===== config.mk =====
export PLATFORM = sky130hd
export DESIGN_NAME = pps_top
export DESIGN_NICKNAME = d
export VERILOG_FILES = /design/src/hw/pps_pkg.sv /design/src/hw/pps_top.sv
export SDC_FILE = /design/constraint.sdc
export NUM_CORES = 1
export LEC_CHECK = 0
export BUFFER_PORTS_ARGS = -buffer_cell sky130_fd_sc_hd__buf_4
export CAP_MARGIN = 30
export CORE_MARGIN = 3
export CORE_UTILIZATION = 45
export CTS_CLUSTER_DIAMETER = 30
export DETAILED_ROUTE_END_ITERATION = 16
export SYNTH_ARGS = -nofsm -noshare
export SYNTH_HDL_FRONTEND = slang
export SYNTH_SLANG_ARGS = --single-unit

===== constraint.sdc =====
create_clock -name i_clk_sys -period 2.7 [get_ports i_clk_sys]
set_input_delay 0.405 -clock i_clk_sys [delete_from_list [all_inputs] [get_ports i_clk_sys]]
set_output_delay 0.405 -clock i_clk_sys [all_outputs]
set_load 0.02 [all_outputs]

===== src/hw/pps_pkg.sv =====
package pps_pkg;
    // ****************************************
    // register map (byte offsets)
    // ****************************************
    localparam logic [7:0] ADDR_CH5_MODE    = 8'h54;
    localparam logic [7:0] ADDR_CH5_COMPARE = 8'h58;
    localparam logic [7:0] ADDR_PHASE_DMA   = 8'h5c;
    localparam logic [7:0] ADDR_FALL_BASE   = 8'h60;
    localparam logic [7:0] ADDR_FALL_LAST   = 8'h70;
    localparam logic [7:0] ADDR_UP_BASE     = 8'h40;
    localparam logic [7:0] ADDR_UP_LAST     = 8'h50;
    localparam int         WORD_SHIFT       = 2;
    localparam int         NUM_CH           = 5;
    localparam logic [2:0] CH5_IDX          = 3'h4;

    // ****************************************
    // fields and reset values
    // ****************************************
    localparam int          PRELOAD_BIT  = 3;
    localparam int          DMA_RATE_BIT = 0;
    localparam int          SHIFT_LSB    = 1;
    localparam logic [1:0]  LOCK_TOP     = 2'h3;
    localparam logic [15:0] RESET_VALUE  = 16'h0000;
    localparam logic [5:0]  PHASE_MASK   = 6'h3f;

    typedef struct packed {
        logic [7:0]  addr;
        logic [15:0] wdata;
        logic        wr;
        logic        rd;
    } pps_bus_req_t;

    typedef struct packed {
        logic        update;
        logic        count_down;
        logic        wrap;
        logic        rep_zero;
        logic [1:0]  lock_level;
    } pps_timer_t;
endpackage


===== src/hw/pps_top.sv =====
// Summary of operation
// - preload off: ch5 compare write acts at once
// - preload on: buffer loaded to active on update
// - lock level three freezes ch5 preload enable
// - phase shift enables per channel, bits 1-5
// - dma rate bit: repetition or every wrap
// - five 16-bit down-count compare values
// - shift on: down-count compare used going down
module pps_top (
    // clock and reset
    input  wire logic                  i_clk_sys,
    input  wire logic                  i_resetn,
    // register port
    input  wire pps_pkg::pps_bus_req_t i_bus,
    output logic [15:0]                o_rdata,
    // timer interface
    input  wire pps_pkg::pps_timer_t   i_tmr,
    input  wire logic [15:0]           i_counter,
    // compare results, shift enables and dma request
    output logic [4:0]                 o_match,
    output logic [4:0]                 o_phase_shift_en,
    output logic                       o_dma_update_req
);
    // ****************************************
    // register state
    // ****************************************
    logic [15:0] up_reg   [pps_pkg::NUM_CH];
    logic [15:0] up_next  [pps_pkg::NUM_CH];
    logic [15:0] fall_reg [pps_pkg::NUM_CH];
    logic [15:0] fall_next[pps_pkg::NUM_CH];
    logic [15:0] ch5_buf_reg;
    logic [15:0] ch5_buf_next;
    logic        pre_reg;
    logic        pre_next;
    logic [5:0]  pder_reg;
    logic [5:0]  pder_next;
    logic [15:0] rdata_next;
    logic [4:0]  match_next;
    logic        dma_next;
    logic [2:0]  up_idx;
    logic [2:0]  fall_idx;
    logic        up_hit;
    logic        fall_hit;

    // ****************************************
    // address decode
    // ****************************************
    assign up_idx   = 3'((i_bus.addr - pps_pkg::ADDR_UP_BASE) >> pps_pkg::WORD_SHIFT);
    assign fall_idx = 3'((i_bus.addr - pps_pkg::ADDR_FALL_BASE) >> pps_pkg::WORD_SHIFT);
    assign up_hit   = i_bus.addr >= pps_pkg::ADDR_UP_BASE && i_bus.addr <= pps_pkg::ADDR_UP_LAST
                      && i_bus.addr[1:0] == 2'h0;
    assign fall_hit = i_bus.addr >= pps_pkg::ADDR_FALL_BASE
                      && i_bus.addr <= pps_pkg::ADDR_FALL_LAST && i_bus.addr[1:0] == 2'h0;

    // ****************************************
    // register writes
    // ****************************************
    // the ch5 slot of the up-count bank aliases the ch5 compare register
    always_comb begin
        for (int i = 0; i < pps_pkg::NUM_CH; i++) begin
            up_next[i]   = up_reg[i];
            fall_next[i] = fall_reg[i];
        end
        ch5_buf_next = ch5_buf_reg;
        pre_next     = pre_reg;
        pder_next    = pder_reg;
        if (i_bus.wr) begin
            if (i_bus.addr == pps_pkg::ADDR_CH5_MODE && i_tmr.lock_level != pps_pkg::LOCK_TOP) begin
                pre_next = i_bus.wdata[pps_pkg::PRELOAD_BIT];
            end
            if (i_bus.addr == pps_pkg::ADDR_PHASE_DMA) begin
                pder_next = 6'(i_bus.wdata) & pps_pkg::PHASE_MASK;
            end
            if (fall_hit) begin
                fall_next[fall_idx] = i_bus.wdata;
            end
            if (up_hit && up_idx != pps_pkg::CH5_IDX) begin
                up_next[up_idx] = i_bus.wdata;
            end
            if (i_bus.addr == pps_pkg::ADDR_CH5_COMPARE
                || (up_hit && up_idx == pps_pkg::CH5_IDX)) begin
                if (pre_reg) ch5_buf_next = i_bus.wdata;
                else up_next[pps_pkg::CH5_IDX] = i_bus.wdata;
            end
        end
        // buffered value moves on update; a same-cycle write lands next update
        if (i_tmr.update && pre_reg) begin
            up_next[pps_pkg::CH5_IDX] = ch5_buf_reg;
        end
    end

    // ****************************************
    // read mux and dma request
    // ****************************************
    always_comb begin
        rdata_next = pps_pkg::RESET_VALUE;
        if (i_bus.rd) begin
            if (i_bus.addr == pps_pkg::ADDR_CH5_MODE) begin
                rdata_next[pps_pkg::PRELOAD_BIT] = pre_reg;
            end else if (i_bus.addr == pps_pkg::ADDR_PHASE_DMA) begin
                rdata_next = 16'(pder_reg);
            end else if (fall_hit) begin
                rdata_next = fall_reg[fall_idx];
            end else if (i_bus.addr == pps_pkg::ADDR_CH5_COMPARE
                         || (up_hit && up_idx == pps_pkg::CH5_IDX)) begin
                rdata_next = pre_reg ? ch5_buf_reg : up_reg[pps_pkg::CH5_IDX];
            end else if (up_hit) begin
                rdata_next = up_reg[up_idx];
            end
        end
        // rate bit 0 leaves the pacing to the repetition counter
        if (pder_reg[pps_pkg::DMA_RATE_BIT]) dma_next = i_tmr.wrap;
        else dma_next = i_tmr.wrap && i_tmr.rep_zero;
    end

    // ****************************************
    // per-channel compare select
    // ****************************************
    // shift only steers the down-count half; counting up keeps the up-count value
    for (genvar g = 0; g < pps_pkg::NUM_CH; g++) begin : g_ch
        assign match_next[g] = (pder_reg[pps_pkg::SHIFT_LSB + g] && i_tmr.count_down)
                               ? (i_counter == fall_reg[g])
                               : (i_counter == up_reg[g]);

        chk_ch_down_match: assert property (@(posedge i_clk_sys) disable iff (!i_resetn)
            (pder_reg[pps_pkg::SHIFT_LSB + g] && i_tmr.count_down)
            |=> o_match[g] == ($past(i_counter) == $past(fall_reg[g])))
            else $error("down-count match wrong");
        chk_ch_up_match: assert property (@(posedge i_clk_sys) disable iff (!i_resetn)
            !(pder_reg[pps_pkg::SHIFT_LSB + g] && i_tmr.count_down)
            |=> o_match[g] == ($past(i_counter) == $past(up_reg[g])))
            else $error("up-count match wrong");
        chk_ch_fall_store: assert property (@(posedge i_clk_sys) disable iff (!i_resetn)
            (i_bus.wr && fall_hit && fall_idx == 3'(g))
            |=> fall_reg[g] == $past(i_bus.wdata))
            else $error("down-count value not stored");
        chk_ch_fall_read: assert property (@(posedge i_clk_sys) disable iff (!i_resetn)
            (i_bus.rd && fall_hit && fall_idx == 3'(g))
            |=> o_rdata == $past(fall_reg[g]))
            else $error("down-count value read wrong");
        chk_ch_shift_out: assert property (@(posedge i_clk_sys) disable iff (!i_resetn)
            o_phase_shift_en[g] == pder_reg[pps_pkg::SHIFT_LSB + g])
            else $error("shift enable output differs");
    end

    // ****************************************
    // registers
    // ****************************************
    always_ff @(posedge i_clk_sys) begin
        if (!i_resetn) begin
            for (int i = 0; i < pps_pkg::NUM_CH; i++) begin
                up_reg[i]   <= pps_pkg::RESET_VALUE;
                fall_reg[i] <= pps_pkg::RESET_VALUE;
            end
            ch5_buf_reg      <= pps_pkg::RESET_VALUE;
            pre_reg          <= 1'b0;
            pder_reg         <= 6'h00;
            o_rdata          <= pps_pkg::RESET_VALUE;
            o_match          <= 5'h00;
            o_phase_shift_en <= 5'h00;
            o_dma_update_req <= 1'b0;
        end else begin
            up_reg           <= up_next;
            fall_reg         <= fall_next;
            ch5_buf_reg      <= ch5_buf_next;
            pre_reg          <= pre_next;
            pder_reg         <= pder_next;
            o_rdata          <= rdata_next;
            o_match          <= match_next;
            o_phase_shift_en <= pder_next[pps_pkg::SHIFT_LSB +: pps_pkg::NUM_CH];
            o_dma_update_req <= dma_next;
        end
    end

    // ****************************************
    // register checks
    // ****************************************
    // every result is registered, so each check looks one edge after its cause
    chk_lock_preload: assert property (@(posedge i_clk_sys) disable iff (!i_resetn)
        i_tmr.lock_level == pps_pkg::LOCK_TOP |=> $stable(pre_reg))
        else $error("preload enable changed under top lock");
    chk_preload_free: assert property (@(posedge i_clk_sys) disable iff (!i_resetn)
        (i_bus.wr && i_bus.addr == pps_pkg::ADDR_CH5_MODE
         && i_tmr.lock_level != pps_pkg::LOCK_TOP)
        |=> pre_reg == 1'($past(i_bus.wdata) >> pps_pkg::PRELOAD_BIT))
        else $error("preload enable write lost");
    chk_direct_write: assert property (@(posedge i_clk_sys) disable iff (!i_resetn)
        (i_bus.wr && i_bus.addr == pps_pkg::ADDR_CH5_COMPARE && !pre_reg)
        |=> up_reg[pps_pkg::CH5_IDX] == $past(i_bus.wdata))
        else $error("direct ch5 write not applied");
    chk_direct_read: assert property (@(posedge i_clk_sys) disable iff (!i_resetn)
        (i_bus.rd && i_bus.addr == pps_pkg::ADDR_CH5_COMPARE && !pre_reg)
        |=> o_rdata == $past(up_reg[pps_pkg::CH5_IDX]))
        else $error("direct ch5 read wrong");
    chk_preload_hold: assert property (@(posedge i_clk_sys) disable iff (!i_resetn)
        (pre_reg && !i_tmr.update)
        |=> up_reg[pps_pkg::CH5_IDX] == $past(up_reg[pps_pkg::CH5_IDX]))
        else $error("active ch5 changed without update");
    chk_preload_load: assert property (@(posedge i_clk_sys) disable iff (!i_resetn)
        (pre_reg && i_tmr.update) |=> up_reg[pps_pkg::CH5_IDX] == $past(ch5_buf_reg))
        else $error("buffer not loaded on update");
    chk_preload_write: assert property (@(posedge i_clk_sys) disable iff (!i_resetn)
        (i_bus.wr && i_bus.addr == pps_pkg::ADDR_CH5_COMPARE && pre_reg)
        |=> ch5_buf_reg == $past(i_bus.wdata))
        else $error("ch5 buffer write lost");
    chk_preload_read: assert property (@(posedge i_clk_sys) disable iff (!i_resetn)
        (i_bus.rd && i_bus.addr == pps_pkg::ADDR_CH5_COMPARE && pre_reg)
        |=> o_rdata == $past(ch5_buf_reg))
        else $error("ch5 buffer read wrong");
    chk_shift_store: assert property (@(posedge i_clk_sys) disable iff (!i_resetn)
        (i_bus.wr && i_bus.addr == pps_pkg::ADDR_PHASE_DMA)
        |=> pder_reg == 6'($past(i_bus.wdata)))
        else $error("shift and rate bits not stored");
    chk_shift_read: assert property (@(posedge i_clk_sys) disable iff (!i_resetn)
        (i_bus.rd && i_bus.addr == pps_pkg::ADDR_PHASE_DMA)
        |=> o_rdata == 16'($past(pder_reg)))
        else $error("shift and rate bits read wrong");

    // ****************************************
    // output and down-count store checks
    // ****************************************
    chk_dma_wrap: assert property (@(posedge i_clk_sys) disable iff (!i_resetn)
        (pder_reg[pps_pkg::DMA_RATE_BIT] && i_tmr.wrap) |=> o_dma_update_req)
        else $error("dma request missing on wrap");
    chk_dma_quiet: assert property (@(posedge i_clk_sys) disable iff (!i_resetn)
        !i_tmr.wrap |=> !o_dma_update_req)
        else $error("dma request without wrap");
    chk_dma_rep_hit: assert property (@(posedge i_clk_sys) disable iff (!i_resetn)
        (!pder_reg[pps_pkg::DMA_RATE_BIT] && i_tmr.wrap && i_tmr.rep_zero) |=> o_dma_update_req)
        else $error("dma request missing at repetition end");
    chk_dma_rep_skip: assert property (@(posedge i_clk_sys) disable iff (!i_resetn)
        (!pder_reg[pps_pkg::DMA_RATE_BIT] && i_tmr.wrap && !i_tmr.rep_zero) |=> !o_dma_update_req)
        else $error("dma request before repetition end");
    chk_fall_store: assert property (@(posedge i_clk_sys) disable iff (!i_resetn)
        (i_bus.wr && i_bus.addr == pps_pkg::ADDR_FALL_BASE) |=> fall_reg[0] == $past(i_bus.wdata))
        else $error("down-count value not stored");
    chk_shift_match: assert property (@(posedge i_clk_sys) disable iff (!i_resetn)
        (pder_reg[pps_pkg::SHIFT_LSB] && i_tmr.count_down)
        |=> o_match[0] == ($past(i_counter) == $past(fall_reg[0])))
        else $error("shifted match wrong");
    chk_plain_match: assert property (@(posedge i_clk_sys) disable iff (!i_resetn)
        !pder_reg[pps_pkg::SHIFT_LSB]
        |=> o_match[0] == ($past(i_counter) == $past(up_reg[0])))
        else $error("plain match wrong");
endmodule


==> impl_metrics.prom <==
# TYPE chip_impl_metric gauge
chip_impl_metric{name="power_frac_comb",unit="%"} 5.5
chip_impl_metric{name="finalHoldViolations",unit=""} 0
chip_impl_metric{name="p_int",unit="mW"} 8.02
chip_impl_metric{name="grt_start_max_net_pins",unit=""} 83
chip_impl_metric{name="cts-root-to-sink-buffers",unit=""} 3
chip_impl_metric{name="synthesis.nets",unit=""} 1346
chip_impl_metric{name="num_rows",unit=""} 58
chip_impl_metric{name="seq_power_share",unit="%"} 29.7
chip_impl_metric{name="floorplan.core_area",unit="sq um"} 25300
chip_impl_metric{name="num_io_pins",unit=""} 77
chip_impl_metric{name="number_of_synthesized_flops_with_an_enable_pin",unit=""} 0
chip_impl_info{name="cts_tree",value="yes"} 1
chip_impl_metric{name="place_area",unit="sq um"} 12500
chip_impl_metric{name="gpl.final_weighted_congestion",unit=""} 0.994
chip_impl_metric{name="cts_hold_bufs",unit=""} 0
chip_impl_info{name="synth.most_common_cell",value="dfxtp_1"} 1
chip_impl_metric{name="insertedDiodeCount",unit=""} 0
chip_impl_metric{name="max_freq",unit="MHz"} 461
chip_impl_metric{name="drt_first_iter_violations",unit=""} 1184
chip_impl_metric{name="number_of_global_route_vias_before_repair",unit=""} 10100
chip_impl_metric{name="whs_path_depth",unit=""} 2
chip_impl_info{name="cts-root-buf",value="clkbuf_16"} 1
chip_impl_metric{name="synth.cell_area",unit="sq um"} 11600
chip_impl_metric{name="numPortBuffers",unit=""} 76
chip_impl_metric{name="slew_viols_final",unit=""} 0
chip_impl_metric{name="drt_first_pass_iters",unit=""} 6
chip_impl_metric{name="synthesis.instances",unit=""} 1296
chip_impl_info{name="timing_worst_setup_path_type",value="flop to flop"} 1
chip_impl_metric{name="final_antenna_net_count",unit=""} 0
chip_impl_info{name="crit_chain",value="nand2_1, mux2_2, a2111oi_0, o2111ai_1, nor4_1"} 1
chip_impl_metric{name="avgRoutedWirePerCell",unit="microns"} 25.4
chip_impl_metric{name="synth_top_cell_area_share",unit="%"} 35.5
chip_impl_metric{name="max_cap_viol_count",unit=""} 0
chip_impl_metric{name="fp.dieArea",unit="sq um"} 27700
chip_impl_metric{name="synth.distinct_cells",unit=""} 67
chip_impl_metric{name="cts.clk_slew.worst_paths",unit="ns"} 0.04
chip_impl_metric{name="cts_num_sinks",unit=""} 205
chip_impl_metric{name="final_layout_setup_total_negative_slack",unit="ns"} 0
chip_impl_metric{name="final.setup_skew",unit="ns"} 0.0130
chip_impl_metric{name="syn-mean-instance-area",unit="sq um"} 8.93
chip_impl_metric{name="globalRouteOverflowTotal",unit=""} 0
chip_impl_metric{name="fraction_of_layout_instances_using_a_drive_strength_above_1",unit="%"} 18.9
chip_impl_metric{name="cts.repair.resized",unit=""} 0
chip_impl_metric{name="dp_slack",unit="ns"} 0.318
chip_impl_metric{name="max-vdd-ir-drop",unit="uV"} 563
chip_impl_metric{name="floorplan.die.height",unit="microns"} 166
chip_impl_metric{name="cts_max_level",unit=""} 2
chip_impl_metric{name="power_switching_share",unit="%"} 21.8
chip_impl_metric{name="synthesis.yosys.warnings",unit=""} 0
chip_impl_info{name="worst_path_dominant_cell_family",value="compound AO/OA/AOI/OAI gates"} 1
chip_impl_metric{name="track_usage",unit="%"} 30.7
chip_impl_metric{name="required",unit="ns"} 3.08
chip_impl_metric{name="detailroute.via_count",unit=""} 10500
chip_impl_metric{name="nets_finish",unit=""} 1410
chip_impl_metric{name="slowest_delay",unit="ns"} 0.54
chip_impl_info{name="worst_r2r_startpoint",value="o_phase_shift_en[2]"} 1
chip_impl_info{name="outcome",value="finished clean"} 1
chip_impl_metric{name="clk_network_pwr_share",unit="%"} 64.8
chip_impl_metric{name="flow.area_growth_from_synthesis",unit="%"} 24.2
chip_impl_info{name="worst_hold_path_type",value="input pin to flop"} 1
chip_impl_metric{name="setup_viol_count_final",unit=""} 0
chip_impl_metric{name="total_wirelength",unit="microns"} 43800
chip_impl_info{name="top_cell_type_by_total_area_after_synthesis",value="dfxtp_1"} 1
chip_impl_metric{name="timing.final.ws_setup",unit="ns"} 0.531
chip_impl_metric{name="synth-seq-area-share",unit="%"} 35.5
chip_impl_metric{name="hpwlAfterDp",unit="microns"} 31800
chip_impl_metric{name="ff2ff_path_depth",unit=""} 5
chip_impl_info{name="synth_top_cells_by_area",value="dfxtp_1, mux2i_1, mux4_2"} 1
chip_impl_metric{name="die_width",unit="microns"} 166
chip_impl_metric{name="timing.slew.headroom",unit="%"} 42.5
chip_impl_metric{name="crit_arrival",unit="ns"} 2.55
chip_impl_metric{name="floorplan.initialDensity",unit="%"} 45.8
chip_impl_metric{name="clock_latency",unit="ns"} 0.54
chip_impl_metric{name="power.density",unit="nW/um^2"} 714
chip_impl_metric{name="cts_inserted_buffers",unit=""} 50
chip_impl_metric{name="final_util",unit="%"} 56.9
chip_impl_metric{name="critPathBufInv",unit=""} 0
chip_impl_info{name="worstHoldStart",value="i_tmr[2]"} 1
chip_impl_metric{name="totalPowerFinal",unit="mW"} 10.3
chip_impl_metric{name="post-route-drc-count",unit=""} 0
chip_impl_metric{name="fin_crit",unit="ns"} 2.17
chip_impl_info{name="synth_top_flop_cell",value="dfxtp_1"} 1
chip_impl_metric{name="ys_async_sr_fraction",unit="%"} 0
chip_impl_info{name="critical_path.slowest_cell",value="dfxtp_1"} 1
chip_impl_metric{name="route.detailed.vias_per_inst",unit=""} 6.06
chip_impl_metric{name="number_of_antenna_violations_at_the_first_check_in_global_routing",unit=""} 0
chip_impl_metric{name="tightestPinTransition",unit="ns"} 0.862
chip_impl_info{name="whs_endpoint",value="o_dma_update_req"} 1
chip_impl_metric{name="critical_path.max_fanout",unit=""} 9
chip_impl_metric{name="postLayoutCellArea",unit="sq um"} 14400
chip_impl_metric{name="p_sw",unit="mW"} 2.24
chip_impl_info{name="end_kind",value="flop"} 1
chip_impl_info{name="timing.rr.end",value="o_match[2]"} 1
chip_impl_metric{name="leakagePower",unit="nW"} 5.81
chip_impl_metric{name="synth.ff_latch_count",unit=""} 205
chip_impl_metric{name="post-cts-setup-buffers",unit=""} 0
chip_impl_metric{name="final_min_period_over_clock_period",unit="%"} 80.3
chip_impl_info{name="grt_setup_unrepaired",value="no"} 1
chip_impl_info{name="ys_top_cells_by_count",value="dfxtp_1, nand2_1, mux2i_1"} 1
chip_impl_metric{name="grt_pass1_wl",unit="microns"} 65300
chip_impl_metric{name="setup.reg_to_reg.worst_slack",unit="ns"} 0.53
chip_impl_info{name="critical_path.startpoint_type",value="flop"} 1
per-layer routing:
metal,GRT usage [%],up-vias,share of wire [%]
li1,-,4721,-
met1,41.2,5124,42
met2,49.4,536,45
met3,6.09,104,8.5
met4,11.2,0,3.9
met5,0,-,0
per-stage QoR:
stage          hold WS, ns  std cells
2_1_floorplan        0.447       1296
3_3_place_gp         0.467       1638
3_5_place_dp         0.474       1638
4_1_cts             0.0877       1729
5_1_grt             0.0923       1729
6_report            0.0978       1729
how the worst max path moves through the flow:
stage	from	to	slack (ns)	cells past startpoint
CTS	o_phase_shift_en[2]	o_match[2]	0.49	5
global placement	i_tmr[4]	o_match[2]	0.32	6
global route	o_phase_shift_en[2]	o_match[2]	0.33	5
floorplan	i_bus[25]	up_reg[10]	0.55	8
detailed placement	i_bus[25]	up_reg[66]	0.32	7
finish	o_phase_shift_en[2]	o_match[2]	0.53	5
final cells by class:
cell class	instances	area, sq um
tap	330	413
timing repair buffer	130	1040
clock inverter	32	522
clock buffer	59	1350
inverter	33	124
multi-input combinational	940	6820
sequential	205	4100
fill	2287	10900
logic make-up after synthesis:
family	Yosys count	share of synthesized area, %
muxes	180	19.0
and+or+nand+nor	470	21.2
DFF	205	35.5
AOI/OAI and AO/OA	230	14.2
buffers and inverters	151	5.63
xor gates and xnor gates	60	4.54
power groups by stage:
stage                     clock network, mW  logic (mW)  registers [mW]
final                                  6.65       0.565            3.05
after CTS                              6.68       0.551            3.05
after global routing                   6.86       0.591            3.04
after floorplan                           0       0.322            3.10
after global placement                    0       0.551            3.10
after detailed placement                  0       0.549            3.10
cells in the final DEF (no fill, tap or decap), types with 20 or more instances in the layout:
| master | count |
|---|---|
| buf_4 | 125 |
| nor2b_1 | 108 |
| nand2_1 | 170 |
| nand3_1 | 44 |
| a21boi_0 | 64 |
| inv_1 | 31 |
| and3_1 | 20 |
| xor2_1 | 26 |
| nand4_1 | 20 |
| a21oi_1 | 33 |
| nand2b_1 | 24 |
| xnor2_1 | 34 |
| nor2_1 | 27 |
| o21ai_0 | 30 |
| clkbuf_16 | 51 |
| mux4_2 | 31 |
| dfxtp_1 | 205 |
| mux2i_1 | 145 |
No activity file was read; power rests on OpenSTA's default activity.
